==> config.mk <==
export PLATFORM = sky130hd
export DESIGN_NAME = lbc_local_bus_controller
export DESIGN_NICKNAME = d
export VERILOG_FILES = /design/src/lbc_local_bus_controller.v
export VERILOG_INCLUDE_DIRS = /design/src
export SDC_FILE = /design/constraint.sdc
export NUM_CORES = 1
export LEC_CHECK = 0
export BUFFER_PORTS_ARGS = -buffer_cell sky130_fd_sc_hd__clkbuf_2
export CAP_MARGIN = 20
export CORE_MARGIN = 4
export CORE_UTILIZATION = 30
export DETAILED_ROUTE_END_ITERATION = 8
export PLACE_DENSITY = 0.54
export SLEW_MARGIN = 20
export SYNTH_ARGS = -nofsm -noshare
export SYNTH_HDL_FRONTEND = slang
export SYNTH_SLANG_ARGS = --single-unit
==> constraint.sdc <==
create_clock -name sys_clk -period 2.65 [get_ports sys_clk]
set_clock_uncertainty 0.2 [all_clocks]
set_input_delay 0.53 -clock sys_clk [delete_from_list [all_inputs] [get_ports sys_clk]]
set_output_delay 0.53 -clock sys_clk [all_outputs]
set_load 0.01 [all_outputs]
==> src/lbc_consts.vh <==
/*
  lbc_consts.vh: offsets, field positions, reset values and timing counts
  for the local bus controller and clock generator.
  assumes: included by bare name from the design file; definitions only.
*/
`ifndef LBC_CONSTS_VH
`define LBC_CONSTS_VH

// window and relocation layout
`define LBC_OFF_RELOC        8'ha8
`define LBC_OFF_PWRCTL       8'hb8
`define LBC_OFF_PWRSAVE      8'hbe
`define LBC_RELOC_RESET      16'h20ff
`define LBC_RELOC_BASE_MSB   11
`define LBC_RELOC_MEMSEL_BIT 12
`define LBC_WIN_OFF_W        8
// power control fields
`define LBC_PWR_IDLE_BIT     0
`define LBC_PWR_DOWN_BIT     1
`define LBC_PSAVE_EN_BIT     15
`define LBC_PSAVE_DIV_MSB    2
`define LBC_PSAVE_DIV_MAX    3'h6
// bus cycle timing
`define LBC_MIN_STATES       4
// status codes, driven during a cycle
`define LBC_STAT_IORD        3'h1
`define LBC_STAT_IOWR        3'h2
`define LBC_STAT_MEMRD       3'h5
`define LBC_STAT_MEMWR       3'h6
`define LBC_STAT_PASSIVE     3'h7

`endif

==> src/lbc_local_bus_controller.v <==
/*
  lbc_local_bus_controller.v: local bus cycle engine, hold handshake,
  transceiver control, peripheral register window decode, relocation and
  power registers, divide-by-two clock generator with low-power modes.
  assumes: sys_clk is the crystal or external input clock (any source);
  the processor core issues requests on the processor clock enable and
  keeps them until reqDone; ready and hold pins are asynchronous.
*/
//
// Overview of operation
// every bus cycle presents a 20-bit address, one megabyte of reach.
// each cycle drives read or write strobe and a cycle type status.
// writes drive data on the bus; reads capture returned bus data.
// cycles last four states minimum; wait states added while ready low.
// hold request releases the bus, grant shown on hold acknowledge.
// two transceiver controls: data enable strobe and direction select.
// address and data share the same bus lines, multiplexed in time.
// processor clock runs at half the input clock frequency.
// one divider makes all phase clocks and the clock output together.
// clock output has fifty percent duty at processor frequency.
// crystal or external clock feed the same divider identically.
// three low-power modes exist besides normal active operation.
// peripheral registers live in one 128-word sixteen-bit window.
// window base is any 256-byte boundary, in memory or io space.
// idle stops the core clock low, bus tick and peripherals keep running.
// powerdown holds all clocks low and disables the oscillator.
// powersave slows all clocks by a prescaler, down to one sixty-fourth.
// hold granted only between cycles; bus resumed after hold drops.
// window accesses go to the internal bus, not the external pins.
`timescale 1ns/1ps
`default_nettype none
`include "lbc_consts.vh"

module lbc_local_bus_controller #(
  parameter ADDR_W = 20,
  parameter DATA_W = 16
) (
  input  wire              sys_clk,
  input  wire              rst_b,
  input  wire              xtalSelect,
  input  wire              wakeEvent,
  input  wire              reqValid,
  input  wire              reqWrite,
  input  wire              reqIo,
  input  wire [ADDR_W-1:0] reqAddr,
  input  wire [DATA_W-1:0] reqWdata,
  output wire              reqDone,
  output reg  [DATA_W-1:0] reqRdata,
  input  wire [DATA_W-1:0] adIn,
  output reg  [DATA_W-1:0] adOut,
  output reg               adOe,
  output reg  [ADDR_W-1:DATA_W] addrHigh,
  output reg               addrLatch,
  output reg               readStrobeN,
  output reg               writeStrobeN,
  output reg  [2:0]        cycleStatus,
  input  wire              readyIn,
  input  wire              holdRequest,
  output reg               bus_grant_acknowledge,
  output reg               transceiver_data_enable_n,
  output reg               transceiver_direction,
  output reg               processor_clock_out,
  output reg               coreClockEn,
  output reg               periphClockEn,
  output reg               oscEnable,
  output reg               periphSel,
  output reg               periphWrite,
  output reg  [6:0]        periphIndex,
  output reg  [DATA_W-1:0] periphWdata,
  input  wire [DATA_W-1:0] periphRdata
);

  // bus cycle states; ST_INT serves the register window with no strobes, latch, status or bus drive
  localparam ST_IDLE = 3'h0;
  localparam ST_T1   = 3'h1;
  localparam ST_T2   = 3'h2;
  localparam ST_T3   = 3'h3;
  localparam ST_T4   = 3'h4;
  localparam ST_HOLD = 3'h5;
  localparam ST_INT  = 3'h6;

  // register window contents, clock divider state and the captured request
  reg  [2:0]        stateQ;
  reg  [15:0]       relocQ;
  reg  [15:0]       pwrCtlQ;
  reg  [15:0]       pwrSaveQ;
  reg               phaseQ;
  reg  [5:0]        prescQ;
  reg               procTickQ;
  reg  [1:0]        readySyncQ;
  reg  [1:0]        holdSyncQ;
  reg  [1:0]        wakeSyncQ;
  reg               wrQ;
  reg               ioQ;
  reg  [ADDR_W-1:0] addrQ;
  reg  [DATA_W-1:0] wdataQ;
  reg               doneQ;
  wire              readySeen = readySyncQ[1];
  wire              holdSeen  = holdSyncQ[1];
  wire              idleMode  = pwrCtlQ[`LBC_PWR_IDLE_BIT];
  wire              downMode  = pwrCtlQ[`LBC_PWR_DOWN_BIT];
  wire              saveMode  = pwrSaveQ[`LBC_PSAVE_EN_BIT];
  wire [2:0]        saveDiv   = pwrSaveQ[`LBC_PSAVE_DIV_MSB:0];
  wire [5:0]        prescTop;
  wire              inWindow;
  wire              winMemSel = relocQ[`LBC_RELOC_MEMSEL_BIT];

  // prescale limit: 2^div - 1 processor periods, capped at 1/64
  assign prescTop = (saveDiv > `LBC_PSAVE_DIV_MAX) ? 6'h3f :
                    (6'h3f >> (`LBC_PSAVE_DIV_MAX - saveDiv));

  // window hit: top 12 address bits equal base, space matches
  assign inWindow = (reqAddr[ADDR_W-1:`LBC_WIN_OFF_W] ==
                     relocQ[`LBC_RELOC_BASE_MSB:0]) && (reqIo != winMemSel);

  assign reqDone = doneQ;

  // xtalSelect is not read: both clock sources reach the divider alike
  // pin synchronisers: first stage read only by the second
  always @(posedge sys_clk or negedge rst_b) begin
    if (!rst_b) begin
      readySyncQ <= 2'h0;
      holdSyncQ  <= 2'h0;
      wakeSyncQ  <= 2'h0;
    end else begin
      readySyncQ <= {readySyncQ[0], readyIn};
      holdSyncQ  <= {holdSyncQ[0], holdRequest};
      wakeSyncQ  <= {wakeSyncQ[0], wakeEvent};
    end
  end

  // divide by two; same path whatever feeds sys_clk
  // the tick and clock output come from one phase bit, fixed skew
  always @(posedge sys_clk or negedge rst_b) begin
    if (!rst_b) begin
      phaseQ              <= 1'b0;
      prescQ              <= 6'h00;
      procTickQ           <= 1'b0;
      processor_clock_out <= 1'b0;
      coreClockEn         <= 1'b0;
      periphClockEn       <= 1'b0;
      oscEnable           <= 1'b1;
    end else begin
      oscEnable <= ~downMode;
      if (downMode) begin
        // everything frozen low
        phaseQ              <= 1'b0;
        procTickQ           <= 1'b0;
        processor_clock_out <= 1'b0;
        coreClockEn         <= 1'b0;
        periphClockEn       <= 1'b0;
      end else begin
        phaseQ <= ~phaseQ;
        if (phaseQ) begin
          if (!saveMode || prescQ >= prescTop)
            prescQ <= 6'h00;
          else
            prescQ <= prescQ + 6'h01;
        end
        // equal high and low halves at the processor rate
        // in powersave the output stays high for the first half of the
        // prescaled period, so the slowed clock keeps its 50% duty
        // a divide setting of zero leaves the plain half rate in place
        if (!saveMode || prescTop == 6'h00)
          processor_clock_out <= ~phaseQ;
        else
          processor_clock_out <= (prescQ <= {1'b0, prescTop[5:1]});
        procTickQ     <= phaseQ & (~saveMode | (prescQ == prescTop));
        // idle stops the core tick only, bus tick and peripherals continue
        coreClockEn   <= phaseQ & ~idleMode &
                         (~saveMode | (prescQ == prescTop));
        periphClockEn <= phaseQ & (~saveMode | (prescQ == prescTop));
      end
    end
  end

  // bus cycle engine, advanced once per processor tick
  always @(posedge sys_clk or negedge rst_b) begin
    if (!rst_b) begin
      stateQ   <= ST_IDLE;
      wrQ      <= 1'b0;
      ioQ      <= 1'b0;
      addrQ    <= {ADDR_W{1'b0}};
      wdataQ   <= {DATA_W{1'b0}};
      doneQ    <= 1'b0;
      reqRdata <= {DATA_W{1'b0}};
      relocQ   <= `LBC_RELOC_RESET;
      pwrCtlQ  <= 16'h0000;
      pwrSaveQ <= 16'h0000;
    end else begin
      doneQ <= 1'b0;
      // a wake event ends idle and powerdown; beats a same-cycle write
      if (wakeSyncQ[1])
        pwrCtlQ <= 16'h0000;
      if (procTickQ && !doneQ) begin
        case (stateQ)
          ST_IDLE: begin
            // hold wins over a pending request at the boundary
            if (holdSeen)
              stateQ <= ST_HOLD;
            else if (reqValid) begin
              wrQ    <= reqWrite;
              ioQ    <= reqIo;
              addrQ  <= reqAddr;
              wdataQ <= reqWdata;
              stateQ <= inWindow ? ST_INT : ST_T1;
            end
          end
          ST_T1: stateQ <= ST_T2;
          ST_T2: stateQ <= ST_T3;
          ST_T3: begin
            // read data is taken while the strobe still stands low; once
            // the strobe rises the slave may release the lines at once
            if (readySeen) begin
              if (!wrQ)
                reqRdata <= adIn;
              stateQ <= ST_T4;
            end
            // otherwise a wait state, strobe held low
          end
          ST_T4: begin
            doneQ  <= 1'b1;
            stateQ <= ST_IDLE;
          end
          ST_HOLD: begin
            if (!holdSeen)
              stateQ <= ST_IDLE; // resume after release
          end
          ST_INT: begin
            // internal window access in one state, no strobes, latch, status or bus drive
            if (wrQ) begin
              case (addrQ[`LBC_WIN_OFF_W-1:0])
                `LBC_OFF_RELOC:   relocQ   <= wdataQ;
                `LBC_OFF_PWRCTL:  if (!wakeSyncQ[1]) pwrCtlQ <= wdataQ;
                `LBC_OFF_PWRSAVE: pwrSaveQ <= wdataQ;
                default: ;
              endcase
            end else begin
              case (addrQ[`LBC_WIN_OFF_W-1:0])
                `LBC_OFF_RELOC:   reqRdata <= relocQ;
                `LBC_OFF_PWRCTL:  reqRdata <= pwrCtlQ;
                `LBC_OFF_PWRSAVE: reqRdata <= pwrSaveQ;
                default:          reqRdata <= periphRdata;
              endcase
            end
            doneQ  <= 1'b1;
            stateQ <= ST_IDLE;
          end
          default: stateQ <= ST_IDLE;
        endcase
      end
    end
  end

  // pin outputs registered from the state
  always @(posedge sys_clk or negedge rst_b) begin
    if (!rst_b) begin
      adOut                     <= {DATA_W{1'b0}};
      adOe                      <= 1'b0;
      addrHigh                  <= {(ADDR_W-DATA_W){1'b0}};
      addrLatch                 <= 1'b0;
      readStrobeN               <= 1'b1;
      writeStrobeN              <= 1'b1;
      cycleStatus               <= `LBC_STAT_PASSIVE;
      bus_grant_acknowledge     <= 1'b0;
      transceiver_data_enable_n <= 1'b1;
      transceiver_direction     <= 1'b1;
      periphSel                 <= 1'b0;
      periphWrite               <= 1'b0;
      periphIndex               <= 7'h00;
      periphWdata               <= {DATA_W{1'b0}};
    end else begin
      bus_grant_acknowledge <= (stateQ == ST_HOLD);
      addrLatch    <= (stateQ == ST_T1);
      addrHigh     <= addrQ[ADDR_W-1:DATA_W];
      // address phase then data phase on the same lines
      adOut        <= (stateQ == ST_T1) ? addrQ[DATA_W-1:0] : wdataQ;
      adOe         <= (stateQ == ST_T1) ||
                      (wrQ && (stateQ == ST_T2 || stateQ == ST_T3 ||
                               stateQ == ST_T4));
      readStrobeN  <= ~(!wrQ && (stateQ == ST_T2 || stateQ == ST_T3));
      writeStrobeN <= ~(wrQ && (stateQ == ST_T2 || stateQ == ST_T3));
      if (stateQ == ST_T1 || stateQ == ST_T2 || stateQ == ST_T3)
        cycleStatus <= ioQ ? (wrQ ? `LBC_STAT_IOWR : `LBC_STAT_IORD) :
                       (wrQ ? `LBC_STAT_MEMWR : `LBC_STAT_MEMRD);
      else
        cycleStatus <= `LBC_STAT_PASSIVE;
      // buffers on during data phase; direction high means transmit
      transceiver_data_enable_n <= ~(stateQ == ST_T2 || stateQ == ST_T3 ||
                                     stateQ == ST_T4);
      transceiver_direction     <= (stateQ == ST_IDLE || stateQ == ST_HOLD)
                                   ? 1'b1 : wrQ;
      // internal window strobe, one tick wide
      periphSel   <= (stateQ == ST_INT) && procTickQ;
      periphWrite <= wrQ;
      periphIndex <= addrQ[7:1];
      periphWdata <= wdataQ;
    end
  end

endmodule
`default_nettype wire

# After elaboration in Yosys (flattened, before gate mapping)
# Cells that the tools add are included.
# classes
bitwise,12
n_addsub,2
n_reduce_logical,27
n_shift,1
n_lt_le_gt_ge,3
muxes,32
eq_ne,17
# ops
op,count
$mux W16,10
$pmux W16 S3,1
$pmux W16 S2,1
$eq A8 B8 Y1 const B,3
$mux W3,7
$reduce_and A4 Y1,4
$pmux W3 S5,1
$eq A12 B12 Y1,1
$mux W6,2
$eq A3 B3 Y1 const B,3
$logic_or A1 B1 Y1,8
$mux W1,8
$ne A2 B2 Y1 const B,4
$not A1 Y1,8
$add A6 B1 Y6 const B,1
$eq A3 B2 Y1 const B,2
$eq A6 B6 Y1,1
$ge A6 B6 Y1,1
$le A6 B5 Y1,1
$logic_and A1 B1 Y1,6
$logic_not A6 Y1,1
$shr A6 B3 Y6 const A,1
$reduce_and A5 Y1,1
$mux W2,2
12 further kinds,16
# word_totals
input_bits,77
out_inout_bits,76
ff_bits,178
elab_cells,127

# Longest topological paths before layout
# Gate-level depths: netlist of run 1.
# logic_depth
ltp_word,7
ltp_mapped,12
ltp_nobuf,12

# Worst setup path after synthesis of run 1
# Ideal clock, no wire load.
# synth_timing
kind,reg2reg
startpoint,register pwrSaveQ[1]
endpoint,register prescQ[0]
period_less_slack_ns,2.834
required_ns,2.367
arrival_time_ns,2.551
path_slack_ns,-0.184
path_stages_with_launch,13
cell_sequence,dfrtp_1 ha_1 inv_1 ha_1 inv_1 nor2_1 nand2_1 ha_1 nand2b_1 a21o_1 a311oi_1 nand2_1 o21ai_0
# synth_via
elab_chain_len,6
elab_cells_between_ends,7
classes_between,1 x add/sub; 2 x order compare; 1 x shift; 2 x mux; 1 x reduce/logical
# synth_lines
element,line_no,rtl
start: declaration,lbc_local_bus_controller.v:86,reg [15:0] pwrSaveQ;
start signal: assignment,lbc_local_bus_controller.v:235,`LBC_OFF_PWRSAVE: pwrSaveQ <= wdataQ;
$sub A3 B3 Y3 (no source line),--,
$shr A6 B3 Y6,lbc_local_bus_controller.v:110,(6'h3f >> (`LBC_PSAVE_DIV_MAX - saveDiv));
$mux W6 (*),lbc_local_bus_controller.v:109,assign prescTop = (saveDiv > `LBC_PSAVE_DIV_MAX) ? 6'h3f :
$ge A6 B6 Y1 (*),lbc_local_bus_controller.v:155,if (!saveMode || prescQ >= prescTop)
$logic_or A1 B1 Y1 (*),lbc_local_bus_controller.v:155,
$mux W6 (*),lbc_local_bus_controller.v:155,
end signal: assignment,lbc_local_bus_controller.v:158,prescQ <= prescQ + 6'h01;
end: declaration,lbc_local_bus_controller.v:88,reg [5:0] prescQ;
# Mark *: on every way between the ends. The rest lies on a longest branch, timed or not.
# A chain may end at the register's enable or synchronous reset.

# Worst setup path in the final report of run 1
# layout_timing
startpoint,register pwrSaveQ[1]
endpoint,register prescQ[3]
# Same word-level chain as after synthesis.

==> summary by stage, run 1 <==
Status
The run finished with clean final reports.

Setup path
The launch instance of the worst register-to-register path is pwrSaveQ[1]$_DFFE_PN0P_. In this run the worst path has a maximum fanout of 6. On the worst path, the slowest cell contributes a delay of 0.37 ns. The critical path in this run is classified as reg2reg.

The endpoint class of the critical path is a flop. The signal on the critical path passes through ha_2 > inv_2 > ha_4 > inv_4 > or3_4 > inv_2 > ha_4 > a21o_1 > a311oi_4 > buf_6 > a31oi_2 > o21ai_1. The endpoint identified for the worst register-to-register timing path is prescQ[3]$_DFFE_PN0P_.

The critical path buffer and inverter count is 4. The slowest stage of the critical path belongs to the cell or3_4. For the worst flop-to-flop path, the logic depth is 12. STA puts the critical path data arrival time at 2.74 ns.

The worst setup path is launched from a flop. Grouping stages by cell kind, the critical path spends the most delay in compound AO/OA/AOI/OAI gates. In this run the register-to-register setup slack is 0.07 ns.

The critical path data required time is 2.81 ns.

Clocking
The maximum clock path buffer count is 2. The root buffer cell chosen for the clock tree is clkbuf_16. For the worst-skew pair, the clock arrives at the later sink with an insertion delay of 0.42 ns. After clock tree synthesis, the clock-pin slew on the worst setup and hold paths is 0.07 ns. The clock sink count is 178. Counting the buffers created by CTS gives 17. TritonCTS built the clock tree. The number of H-tree levels is 4.

Yosys
Synthesis produced 637 cells. The dominant combinational cell family by area after synthesis is multiplexers. Counting distinct cell types in the post-synthesis netlist gives 54. Summing the areas of all and, or, nand and nor instances in the mapped netlist gives 9.572% of the synthesized area. The summed instance area of the synthesized netlist is 0.007725 mm^2. Counting flops and latches in the post-synthesis netlist gives 178.

The most common flop cell mapped by yosys is dfrtp_1. Multiplexer cells account for 15.00% of the synthesized area. The number of enable-type register cells in the synthesized netlist is 0. After Yosys synthesis, full adders, half adders and majority gates account for 2.106% of the synthesized area. The area share of xor/xnor cells in the synthesized design is 1.701%.

The fraction of the mapped netlist area in compound gates is 9.994%. The share of async-settable or async-resettable flops after synthesis is 100.0%. The area share of the leading cell type in the synthesized netlist is 52.15%. Counting every net in the synthesized netlist gives 727. Yosys attributes the largest share of cell area to dfrtp_1 52%, mux2_2 15%, dfstp_2 5.8%, nand2_1 3.6%, a21oi_1 2.8%. Sequential cells were found to cover 57.94% of the synthesized design area. A synthesized cell averages 12.13 um^2.

Yosys printed 0 warnings. The cell taking the most area after synthesis is dfrtp_1.

Hold path
The endpoint of the worst hold-timing path is wdataQ[1]$_DFFE_PN0P_. The number of stages on the worst hold path is 2. The critical hold path startpoint is reqWdata[1]. The class of the tightest hold or removal check is in2reg.

Die
The initial standard-cell utilization of the core is 30.59%. The width of the die is 168.5 um. The total die area is 0.02838 mm^2. The die is 168.5 um tall.

The number of I/O pins is 153. In this run the core area contains 58 standard-cell rows. The total area inside the core boundary comes to 0.02525 mm^2.

Timing
The number of pins with negative max-slew slack in the final report is 0. The final critical-path share of the clock period is 97.55%. Setup violations remaining at the end of the flow were counted as 0. In the post-route analysis, the smallest setup slack over all paths is 0.06504 ns. Setup repair after global routing could not meet its margin everywhere.

The number of hold violations in the final report is 0. The transition time of the tightest slew-check pin is 0.6561 ns. The max-slew headroom at the worst pin is 55.69%. The maximum clock frequency is 386.9 MHz.

Counting I/O delays and the setup requirement, the final critical path takes 2.585 ns.

Pwr
The leakage power of the design is 4.555 nW. IR analysis of the VDD net gives a maximum drop of 0.4836 mV. Power spread over the standard cell area amounts to 950.2 mW/mm^2.

Placement
The wire-length estimate of the detail-placed layout is 14970 um. The worst setup slack before clock tree synthesis is -0.08591 ns. In this run the cell area measured after placement is 0.009052 mm^2. The routability congestion estimate is 0.7877.

Port buffering added 151 buffers.

Final layout
Of the cells placed in the final design, the portion with a size suffix greater than 1 is 44.85%. The area of all placed cells without fillers is 0.009799 mm^2. The layout net count is 902.

The growth of design area from synthesis to finish is 26.85%. The diode insertion count for antenna repair is 0. Measured on the finished design, the core utilization comes to 38.80%.

Routing
The total iterations of the first detailed-routing run is 4. The overall routed net length is 20820 um. The detail route stage leaves a number of antenna-violating nets equal to 0.

Summing over every cut layer, the via total after detailed routing is 5474. The post-route DRC violation count is 0. The routed length per instance is 18.03 um. The initial DRC count is 251. After detailed routing, the number of vias per cell comes to 4.739.

Global routing
The largest net degree at the start of global routing is 57. The first-pass GRT wire length is 32490 um. Across every metal layer, demand over resource in global routing totals 14.67%. The number of antenna violations at the first check in global routing is 1. The leftover overflow at the end of global routing is 0. The number of global-route vias before repair is 5568.

Job
The number of maximum-capacitance constraint violations is 0.
## where the power goes
part           internal (mW)  switching [mW]  total [mW]
registers               3.59           0.658        4.25
clock network           1.51            1.07        2.57
logic                   1.13            1.35        2.49
total                   6.23            3.08        9.31
## cells by family after synthesis
logic type | after synthesis
flops | 178
simple gates | 147
compound gates | 117
mux | 103
buf+inv | 64
xor+xnor | 15
fa+ha+maj | 13
## placed cells by master, fill, tap and decap left out, drive strengths merged, types with 5 or more instances in the layout
| master | count |
|---|---|
| a21oi | 43 |
| a221oi | 16 |
| buf | 35 |
| clkbuf | 173 |
| dfrtp | 161 |
| dfstp | 17 |
| ha | 13 |
| inv | 31 |
| mux2 | 102 |
| nand2 | 74 |
| nand3 | 12 |
| nand4 | 8 |
| nor2 | 17 |
| nor3 | 8 |
| nor4 | 5 |
| o21ai | 24 |
| o22ai | 16 |
| xnor2 | 13 |
## sequential cells by signal (all words and copies together), names as in the netlist, 2 cells and up
signal,cells
periphWdata,16
readySyncQ,2
addrQ,20
prescQ,6
pwrCtlQ,16
periphIndex,7
wdataQ,16
cycleStatus,3
pwrSaveQ,16
reqRdata,16
wakeSyncQ,2
adOut,16
stateQ,3
holdSyncQ,2
relocQ,16
addrHigh,4
## final cells by class
cell class / count / area, um^2
fill: 2479 / 15450
sequential: 178 / 4476
multi-input combinational: 395 / 3099
timing repair buffer: 190 / 1109
clock buffer: 22 / 454.2
tap: 330 / 412.9
clock inverter: 10 / 133.9
inverter: 30 / 115.1
## stage by stage
| stage | cells | hold WS, ns | power (mW) | setup TNS [ns] |
|---|---|---|---|---|
| after floorplan | 637 | 0.03441 | 5.540 | -0.001361 |
| after global placement | 1118 | 0.1354 | 6.802 | -0.1902 |
| after detailed placement | 1118 | 0.1364 | 6.844 | -0.3304 |
| after CTS | 1155 | 0.1106 | 9.467 | 0 |
| after global routing | 1155 | 0.1202 | 9.865 | -0.05273 |
| final | 1155 | 0.1356 | 9.312 | 0 |
## synth_stat cells (7+ instances only)
| library cell | number |
|---|---|
| a21oi_1 | 43 |
| a221oi_1 | 7 |
| a221oi_2 | 9 |
| buf_2 | 12 |
| clkbuf_1 | 15 |
| dfrtp_1 | 161 |
| dfstp_2 | 17 |
| ha_1 | 13 |
| inv_1 | 30 |
| mux2_2 | 102 |
| nand2_1 | 74 |
| nand3_1 | 11 |
| nand4_1 | 7 |
| nor2_1 | 16 |
| nor3_1 | 8 |
| o21ai_0 | 14 |
| o21ai_1 | 10 |
| o22ai_1 | 16 |
| xnor2_1 | 13 |
## metal layers
metal | up-vias | routed length [um] | track usage [%]
li1 | 2596 | - | -
met1 | 2698 | 9630 | 20.78
met2 | 158 | 9569 | 22.47
met3 | 20 | 1314 | 3.690
met4 | 2 | 291 | 4.023
met5 | - | 13 | 0
## worst max path at each step
stage                                  from               endpoint  slack [ns]  cells after the start
floorplan           pwrSaveQ[1]$_DFFE_PN0P_  prescQ[0]$_DFFE_PN0P_     -0.0005                     11
global placement    pwrSaveQ[0]$_DFFE_PN0P_  prescQ[5]$_DFFE_PN0P_       -0.06                     11
detailed placement  pwrSaveQ[0]$_DFFE_PN0P_  prescQ[5]$_DFFE_PN0P_       -0.09                     11
CTS                 pwrSaveQ[0]$_DFFE_PN0P_  prescQ[3]$_DFFE_PN0P_        0.02                     12
global route        pwrSaveQ[0]$_DFFE_PN0P_  prescQ[3]$_DFFE_PN0P_       -0.04                     12
finish              pwrSaveQ[1]$_DFFE_PN0P_  prescQ[3]$_DFFE_PN0P_        0.07                     12
## timing repair
item,in CTS,in global routing
pin swaps,4,10
setup buffers,1,0
endpoints found under the hold margin,45,0
hold buffers,4,0
setup endpoints to repair,5,7
resized for setup,12,15
Note: power is estimated with default switching activity, not from simulation.
==> run 2, diff against run 1 <==
- PLACE_DENSITY: 0.54 -> 0.55
==> run 2 against run 1 <==
  * The run now ends with negative setup slack left
  * Sequential cell count unchanged
  * Fmax down 3.3%
  * Clock-buffer cell count down 5
  * Critical path depth stayed put
  * Hold slack worse by 0.011 ns
  * Largest cell class unchanged
==> summary by stage, run 2 (same netlist as run 1, synthesis figures left out) <==
Final layout
The growth of design area from synthesis to finish is 25.98% (was 26.85%). The layout net count was 906 (was 902). The diode insertion count for antenna repair came to 0 (unchanged). The number of non-filler instances in the completed layout came to 1159 (was 1155). The most common cell after layout, fill and taps aside is dfrtp_1 (unchanged).

Commonest cells after routing, fill and taps aside: 161 x dfrtp_1, 150 x clkbuf_2, 102 x mux2_2 (unchanged). The count of filler cells inserted in the layout is 2538 (was 2479). The flip-flop count of the largest register, all copies and words added is 20 (unchanged). The final core utilization is 38.54% (was 38.80%).

The layout cell share with drive strength beyond 1 is 45.11% (was 44.85%). The largest register by flop count is addrQ (unchanged).

Clocking
The CTS tree is built (unchanged). The maximum clock path buffer count is 2 (unchanged). The clock sink count is 178 (unchanged). The TritonCTS buffer count came to 17 (unchanged).

The clock insertion delay at the later pin of the skew report is 0.43 ns (was 0.42 ns). The number of H-tree levels is 4 (unchanged). The root buffer cell is clkbuf_16 (unchanged). The clock edge transition at the registers on the reported setup and hold paths is 0.07 ns (about the same).

Placement
The detailed placement HPWL is 14960 um (was 14970 um). The port buffer count is 151 (unchanged). The routability congestion estimate is 0.7993 (was 0.7877). The number of placed instances with taps included is 1120 (was 1118).

Routing
The average via count per standard cell is 4.757 (was 4.739). The post-route DRC violation count is 0 (unchanged). The initial DRC count is 294 (was 251). The routed length per instance is 17.81 um (was 18.03 um).

The detailed-routed wire length on met2 is 9706 um (was 9569 um). The uppermost metal layer occupied by signal nets is met4 (was met5). The overall routed net length is 20640 um (was 20820 um).

The total iterations of the first detailed-routing run is 4 (unchanged). The wire length the detailed router placed on met1 is 9590 um (was 9630 um). The count of antenna-violating nets left after detailed routing was 0 (unchanged). The wire length on met3 is 1107 um (was 1314 um). The via count of the routed design is 5513 (was 5474).

Pwr
The leakage power of the design came to 4.557 nW (was 4.555 nW). The maximum ir drop on the vdd rail is 0.4834 mV (was 0.4836 mV). The power per cell area is 938.7 mW/mm^2 (was 950.2 mW/mm^2). The total power of the final layout was 9.135 mW (was 9.312 mW).

Timing
Setup repair after global routing missed its margin: true (unchanged). The final critical path time including I/O delays and setup is 2.674 ns (was 2.585 ns). The final critical-path share of the clock period is 100.9% (was 97.55%). The setup TNS after final layout is -0.03499 ns (was 0 ns). The transition time of the tightest slew-check pin came to 0.6775 ns (was 0.6561 ns). The maximum clock frequency was 374.0 MHz (was 386.9 MHz).

The number of pins with negative max-slew slack in the final report is 0 (unchanged). The number of hold violations in the final report is 0 (unchanged). The max-slew headroom at the worst pin came to 54.41% (was 55.69%). The setup-violating endpoint count in the final report is 3 (was 0). The worst setup slack after layout is -0.02388 ns (was 0.06504 ns).

Global routing
The first-pass GRT wire length came to 32460 um (was 32490 um). The total global-route track usage is 14.67% (about the same). The leftover overflow at the end of global routing is 0 (unchanged). The number of antenna violations at the first check in global routing is 0 (was 1). The largest net degree at the start of global routing came to 68 (was 57). The number of global-route vias before repair is 5636 (was 5568).

Setup path
The endpoint class of the critical path is a flop (unchanged). The arrival time of the worst setup path is 2.83 ns (was 2.74 ns). The class of the most critical setup path is reg2reg (unchanged).

The critical path data required time is 2.81 ns (about the same). The peak fanout along the critical path is 3 (was 6). The depth of the worst register-to-register path is 12 (unchanged). The element type at the critical path start is a flop (unchanged).

Die
The height of the die was 168.5 um (unchanged). The total die area is 0.02838 mm^2 (unchanged). The number of standard-cell rows in the floorplan is 58 (unchanged). The initial standard-cell utilization of the core is 30.59% (unchanged).

The number of I/O pins is 153 (unchanged). The core area is 0.02525 mm^2 (unchanged). The width of the die is 168.5 um (unchanged).

Status
Run status: finished, violations left (was completed). The checks that failed: negative setup slack.

Hold path
The class of the tightest hold or removal check is in2reg (unchanged). The number of stages on the worst hold path is 2 (unchanged).

Job
The number of maximum-capacitance constraint violations is 0 (unchanged).
-- run 2: path summary, 6_finish.rpt --
kind	from	end	slack, ns
max in group asynchronous	rst_b	oscEnable$_DFF_PN1_	1.05
hold / removal	reqWdata[6]	wdataQ[6]$_DFFE_PN0P_	0.12
setup reg to reg	pwrSaveQ[0]$_DFFE_PN0P_	prescQ[3]$_DFFE_PN0P_	-0.02
hold reg to reg	holdSyncQ[0]$_DFF_PN0_	holdSyncQ[1]$_DFF_PN0_	0.16
setup / recovery	pwrSaveQ[0]$_DFFE_PN0P_	prescQ[3]$_DFFE_PN0P_	-0.02
min in group asynchronous	rst_b	adOut[11]$_DFF_PN0_	0.46
-- run 2: timing repair --
item | 4_1_cts | 5_1_grt
endpoints found under the hold margin | 56 | 0
hold buffers | 4 | 0
setup buffers | 2 | 1
pin swaps | 7 | 11
setup endpoints to repair | 5 | 7
gates resized for setup | 12 | 10
-- run 2: per-layer routing --
metal  track usage (%)  vias up
met2             23.31      130
li1                  -     2613
met4             3.846        0
met1             20.40     2753
met3             3.316       17
met5                 0        -
-- run 2: power breakdown --
group | internal, mW | total [mW] | switching [mW]
registers | 3.59 | 4.23 | 0.637
logic | 1.12 | 2.51 | 1.39
clock network | 1.23 | 2.40 | 1.17
total | 5.94 | 9.14 | 3.19
-- run 2: cell type report --
type | count | area [um^2] | area share, %
sequential | 178 | 4476 | 45.99
timing repair buffer | 194 | 1110 | 11.40
clock buffer | 17 | 425.4 | 4.371
inverter | 30 | 115.1 | 1.183
tap | 330 | 412.9 | 4.243
multi-input combinational | 395 | 3067 | 31.51
clock inverter | 15 | 126.4 | 1.299
-- run 2: per-stage QoR --
step / hold slack (ns) / instance area [um^2] / setup slack [ns]
after floorplan: 0.03441 / 7745 / -0.0004536
after CTS: 0.1059 / 9682 / -0.06188
after global placement: 0.1360 / 9042 / -0.05394
final: 0.1244 / 9732 / -0.02388
after global routing: 0.1154 / 9732 / -0.1717
after detailed placement: 0.1412 / 9042 / -0.1239
-- run 2: worst max-delay path, stage by stage, from the launching register on --
cell	delay [ns]
dfrtp_1	0.36
ha_2	0.17
inv_2	0.04
ha_4	0.27
inv_4	0.04
or3_4	0.37
inv_2	0.07
ha_4	0.19
a21o_1	0.18
a311oi_4	0.32
buf_4	0.18
a31oi_2	0.07
o21ai_1	0.14
==> run 3, diff against run 2 <==
- PLACE_DENSITY: 0.55 -> not set
- PLACE_DENSITY_LB_ADDON: not set -> 0.15
==> run 3 against run 2 <==
  * The flow still finishes with violations (negative setup slack)
  * Power is 2.1% higher
  * First-iteration DRC count is 18% lower
  * Fmax is 2.2% lower
  * Hold slack worse by 0.096 ns
  * Critical endpoint is now processor_clock_out$_DFF_PN0_
  * Highest routed layer unchanged
==> summary by stage, run 3 (same netlist as run 1, synthesis figures left out) <==
Status
Run status: finished, violations left (unchanged). Violations in the final reports: negative setup slack (unchanged).

Clocking
The CTS tree is built (unchanged). The maximum clock path buffer count is 2 (unchanged). The TritonCTS buffer count is 17 (unchanged). The clock insertion delay at the later pin of the skew report was 0.43 ns (about the same). The number of H-tree levels is 4 (unchanged). The clock sink count came to 178 (unchanged).

The root buffer cell is clkbuf_16 (unchanged). The clock edge transition at the registers on the reported setup and hold paths is 0.07 ns (about the same).

Timing
The final critical-path share of the clock period is 103.2% (was 100.9%). The transition time of the tightest slew-check pin is 0.6947 ns (was 0.6775 ns). The final critical path time including I/O delays and setup is 2.735 ns (was 2.674 ns).

The number of pins with negative max-slew slack in the final report is 0 (unchanged). The worst setup slack after layout is -0.08528 ns (was -0.02388 ns). The setup-violating endpoint count in the final report was 6 (was 3). Setup repair after global routing missed its margin: true (unchanged). The max-slew headroom at the worst pin is 53.69% (was 54.41%). The maximum clock frequency came to 365.6 MHz (was 374.0 MHz).

The number of hold violations in the final report is 0 (unchanged).

Setup path
The longest individual stage delay on the worst path came to 0.37 ns (about the same). The family of cells with the greatest summed delay on the critical path is adder cells (was compound AO/OA/AOI/OAI gates). The critical path buffer and inverter count is 5 (was 4). Ordered list of cells on the worst path: ha_2 > inv_2 > ha_4 > inv_4 > or3_4 > buf_4 > buf_6 > buf_4 > ha_4 > nand2b_4 > a21oi_4 > o21ai_1 > a21oi_1 > o2bb2ai_1 (was ha_2 > inv_2 > ha_4 > inv_4 > or3_4 > inv_2 > ha_4 > a21o_1 > a311oi_4 > buf_4 > a31oi_2 > o21ai_1). The worst reg2reg path endpoint was processor_clock_out$_DFF_PN0_ (was prescQ[3]$_DFFE_PN0P_). The launch instance of the worst register-to-register path is pwrSaveQ[0]$_DFFE_PN0P_ (unchanged). The critical path data required time is 2.76 ns (was 2.81 ns). The arrival time of the worst setup path came to 2.84 ns (was 2.83 ns). The critical-path cell with the highest stage delay is dfrtp_1 (was or3_4).

The depth of the worst register-to-register path is 14 (was 12). The peak fanout along the critical path was 3 (unchanged). The origin of the worst setup path is pwrSaveQ[0]$_DFFE_PN0P_ (unchanged). The class of the most critical setup path is reg2reg (unchanged). The endpoint class of the critical path is a flop (unchanged). The worst reg-to-reg setup slack came to -0.09 ns (was -0.02 ns). The element type at the critical path start is a flop (unchanged).

Routing
The count of antenna-violating nets left after detailed routing is 0 (unchanged). The routed length per instance came to 18.41 um (was 17.81 um). The initial DRC count is 242 (was 294). The wire length on met3 is 1176 um (was 1107 um). The total iterations of the first detailed-routing run is 4 (unchanged). The overall routed net length is 21240 um (was 20640 um). The uppermost metal layer occupied by signal nets is met4 (unchanged).

The wire length the detailed router placed on met1 came to 9958 um (was 9590 um). The via count of the routed design is 5447 (was 5513). The detailed-routed wire length on met2 is 9955 um (was 9706 um).

The post-route DRC violation count is 0 (unchanged). The average via count per standard cell came to 4.720 (was 4.757).

Pwr
The power per cell area was 952.3 mW/mm^2 (was 938.7 mW/mm^2). The leakage power of the design is 4.555 nW (was 4.557 nW). The maximum ir drop on the vdd rail is 0.4061 mV (was 0.4834 mV).

Placement
The worst setup slack before clock tree synthesis was -0.1749 ns (was -0.1239 ns). The detailed placement HPWL came to 15130 um (was 14960 um). The routability congestion estimate was 0.8231 (was 0.7993). The port buffer count is 151 (unchanged). The instance area at placement is 0.009070 mm^2 (was 0.009042 mm^2).

Final layout
Commonest cells after routing, fill and taps aside: 161 x dfrtp_1, 150 x clkbuf_2, 102 x mux2_2 (unchanged). The diode insertion count for antenna repair came to 0 (unchanged). The largest register by flop count is addrQ (unchanged). The flip-flop count of the largest register, all copies and words added is 20 (unchanged). The layout net count is 901 (was 906). The layout cell share with drive strength beyond 1 was 44.78% (was 45.11%). The most common cell after layout, fill and taps aside is dfrtp_1 (unchanged). The area of all placed cells without fillers came to 0.009792 mm^2 (was 0.009732 mm^2). The growth of design area from synthesis to finish was 26.76% (was 25.98%).

Hold path
The class of the tightest hold or removal check was in2reg (unchanged). The endpoint of the worst hold-timing path is holdSyncQ[0]$_DFF_PN0_ (was wdataQ[6]$_DFFE_PN0P_). The critical hold path startpoint was holdRequest (was reqWdata[6]).

The number of stages on the worst hold path is 1 (was 2).

Job
The number of maximum-capacitance constraint violations is 0 (unchanged).

Die
The core area came to 0.02525 mm^2 (unchanged). The initial standard-cell utilization of the core came to 30.59% (unchanged). The total die area was 0.02838 mm^2 (unchanged). The number of standard-cell rows in the floorplan was 58 (unchanged). The width of the die is 168.5 um (unchanged). The height of the die is 168.5 um (unchanged). The number of I/O pins came to 153 (unchanged).

Global routing
The number of antenna violations at the first check in global routing is 0 (unchanged). The largest net degree at the start of global routing is 65 (was 68). The first-pass GRT wire length is 33320 um (was 32460 um). The total global-route track usage is 15.03% (was 14.67%).

The number of global-route vias before repair came to 5807 (was 5636). The leftover overflow at the end of global routing is 0 (unchanged).
run 3: through the flow:
step                hold WS [ns]   TNS [ns]  power [mW]  std cells  utilization (%)
finish                   0.02844    -0.2464       9.325       1154            38.77
global route            0.005400    -0.8820       9.875       1154            38.77
CTS                     0.007796    -0.5087       9.478       1152            38.48
detailed placement        0.1396    -0.8900       6.903       1117            35.91
global placement          0.1439    -0.2369       6.864       1117            35.91
floorplan                0.03441  -0.001361       5.540        637                -
run 3: per-layer routing:
layer / vias up / global-route usage [%]
met5: - / 0
met2: 151 / 23.43
li1: 2591 / -
met3: 12 / 3.783
met4: 0 / 4.023
met1: 2693 / 20.99
run 3: power breakdown:
group          internal [mW]  switching, mW  leakage (nW)
registers               3.59          0.635          2.19
clock network           1.43           1.09         0.283
logic                   1.14           1.44          2.08
total                   6.16           3.16          4.55
run 3: worst max-delay path by stage:
stage	end	slack, ns	cells past startpoint
4_1_cts	prescQ[3]$_DFFE_PN0P_	-0.12	11
3_5_place_dp	prescQ[0]$_DFFE_PN0P_	-0.17	11
3_3_place_gp	prescQ[5]$_DFFE_PN0P_	-0.06	11
2_1_floorplan	prescQ[0]$_DFFE_PN0P_	-0.0005	11
5_1_grt	prescQ[1]$_DFFE_PN0P_	-0.15	11
6_report	processor_clock_out$_DFF_PN0_	-0.09	14
run 3: area by class of cell:
class	count	area, um^2
Clock inverter	10	126.4
Fill cell	2460	15460
Timing Repair Buffer	189	1121
Multi-Input combinational cell	395	3087
Tap cell	330	412.9
Clock buffer	22	454.2
Inverter	30	115.1
Sequential cell	178	4476
run 3: worst reg2reg max path: cells and delay by family, from the launching register on:
family | cells | cell delay (ns)
and+or+nand+nor | 2 | 0.52
buffers and inverters | 5 | 0.47
DFF | 1 | 0.37
AOI/OAI and AO/OA | 4 | 0.47
adders and majority gates | 3 | 0.61
run 3: timing repair:
action / 4_1_cts / 5_1_grt
endpoints found under the hold margin: 53 / 0
hold buffers: 2 / 0
endpoints found under the setup margin: 7 / 7
buffers inserted: 1 / 2
gates resized for setup: 15 / 11
pin swaps: 16 / 15
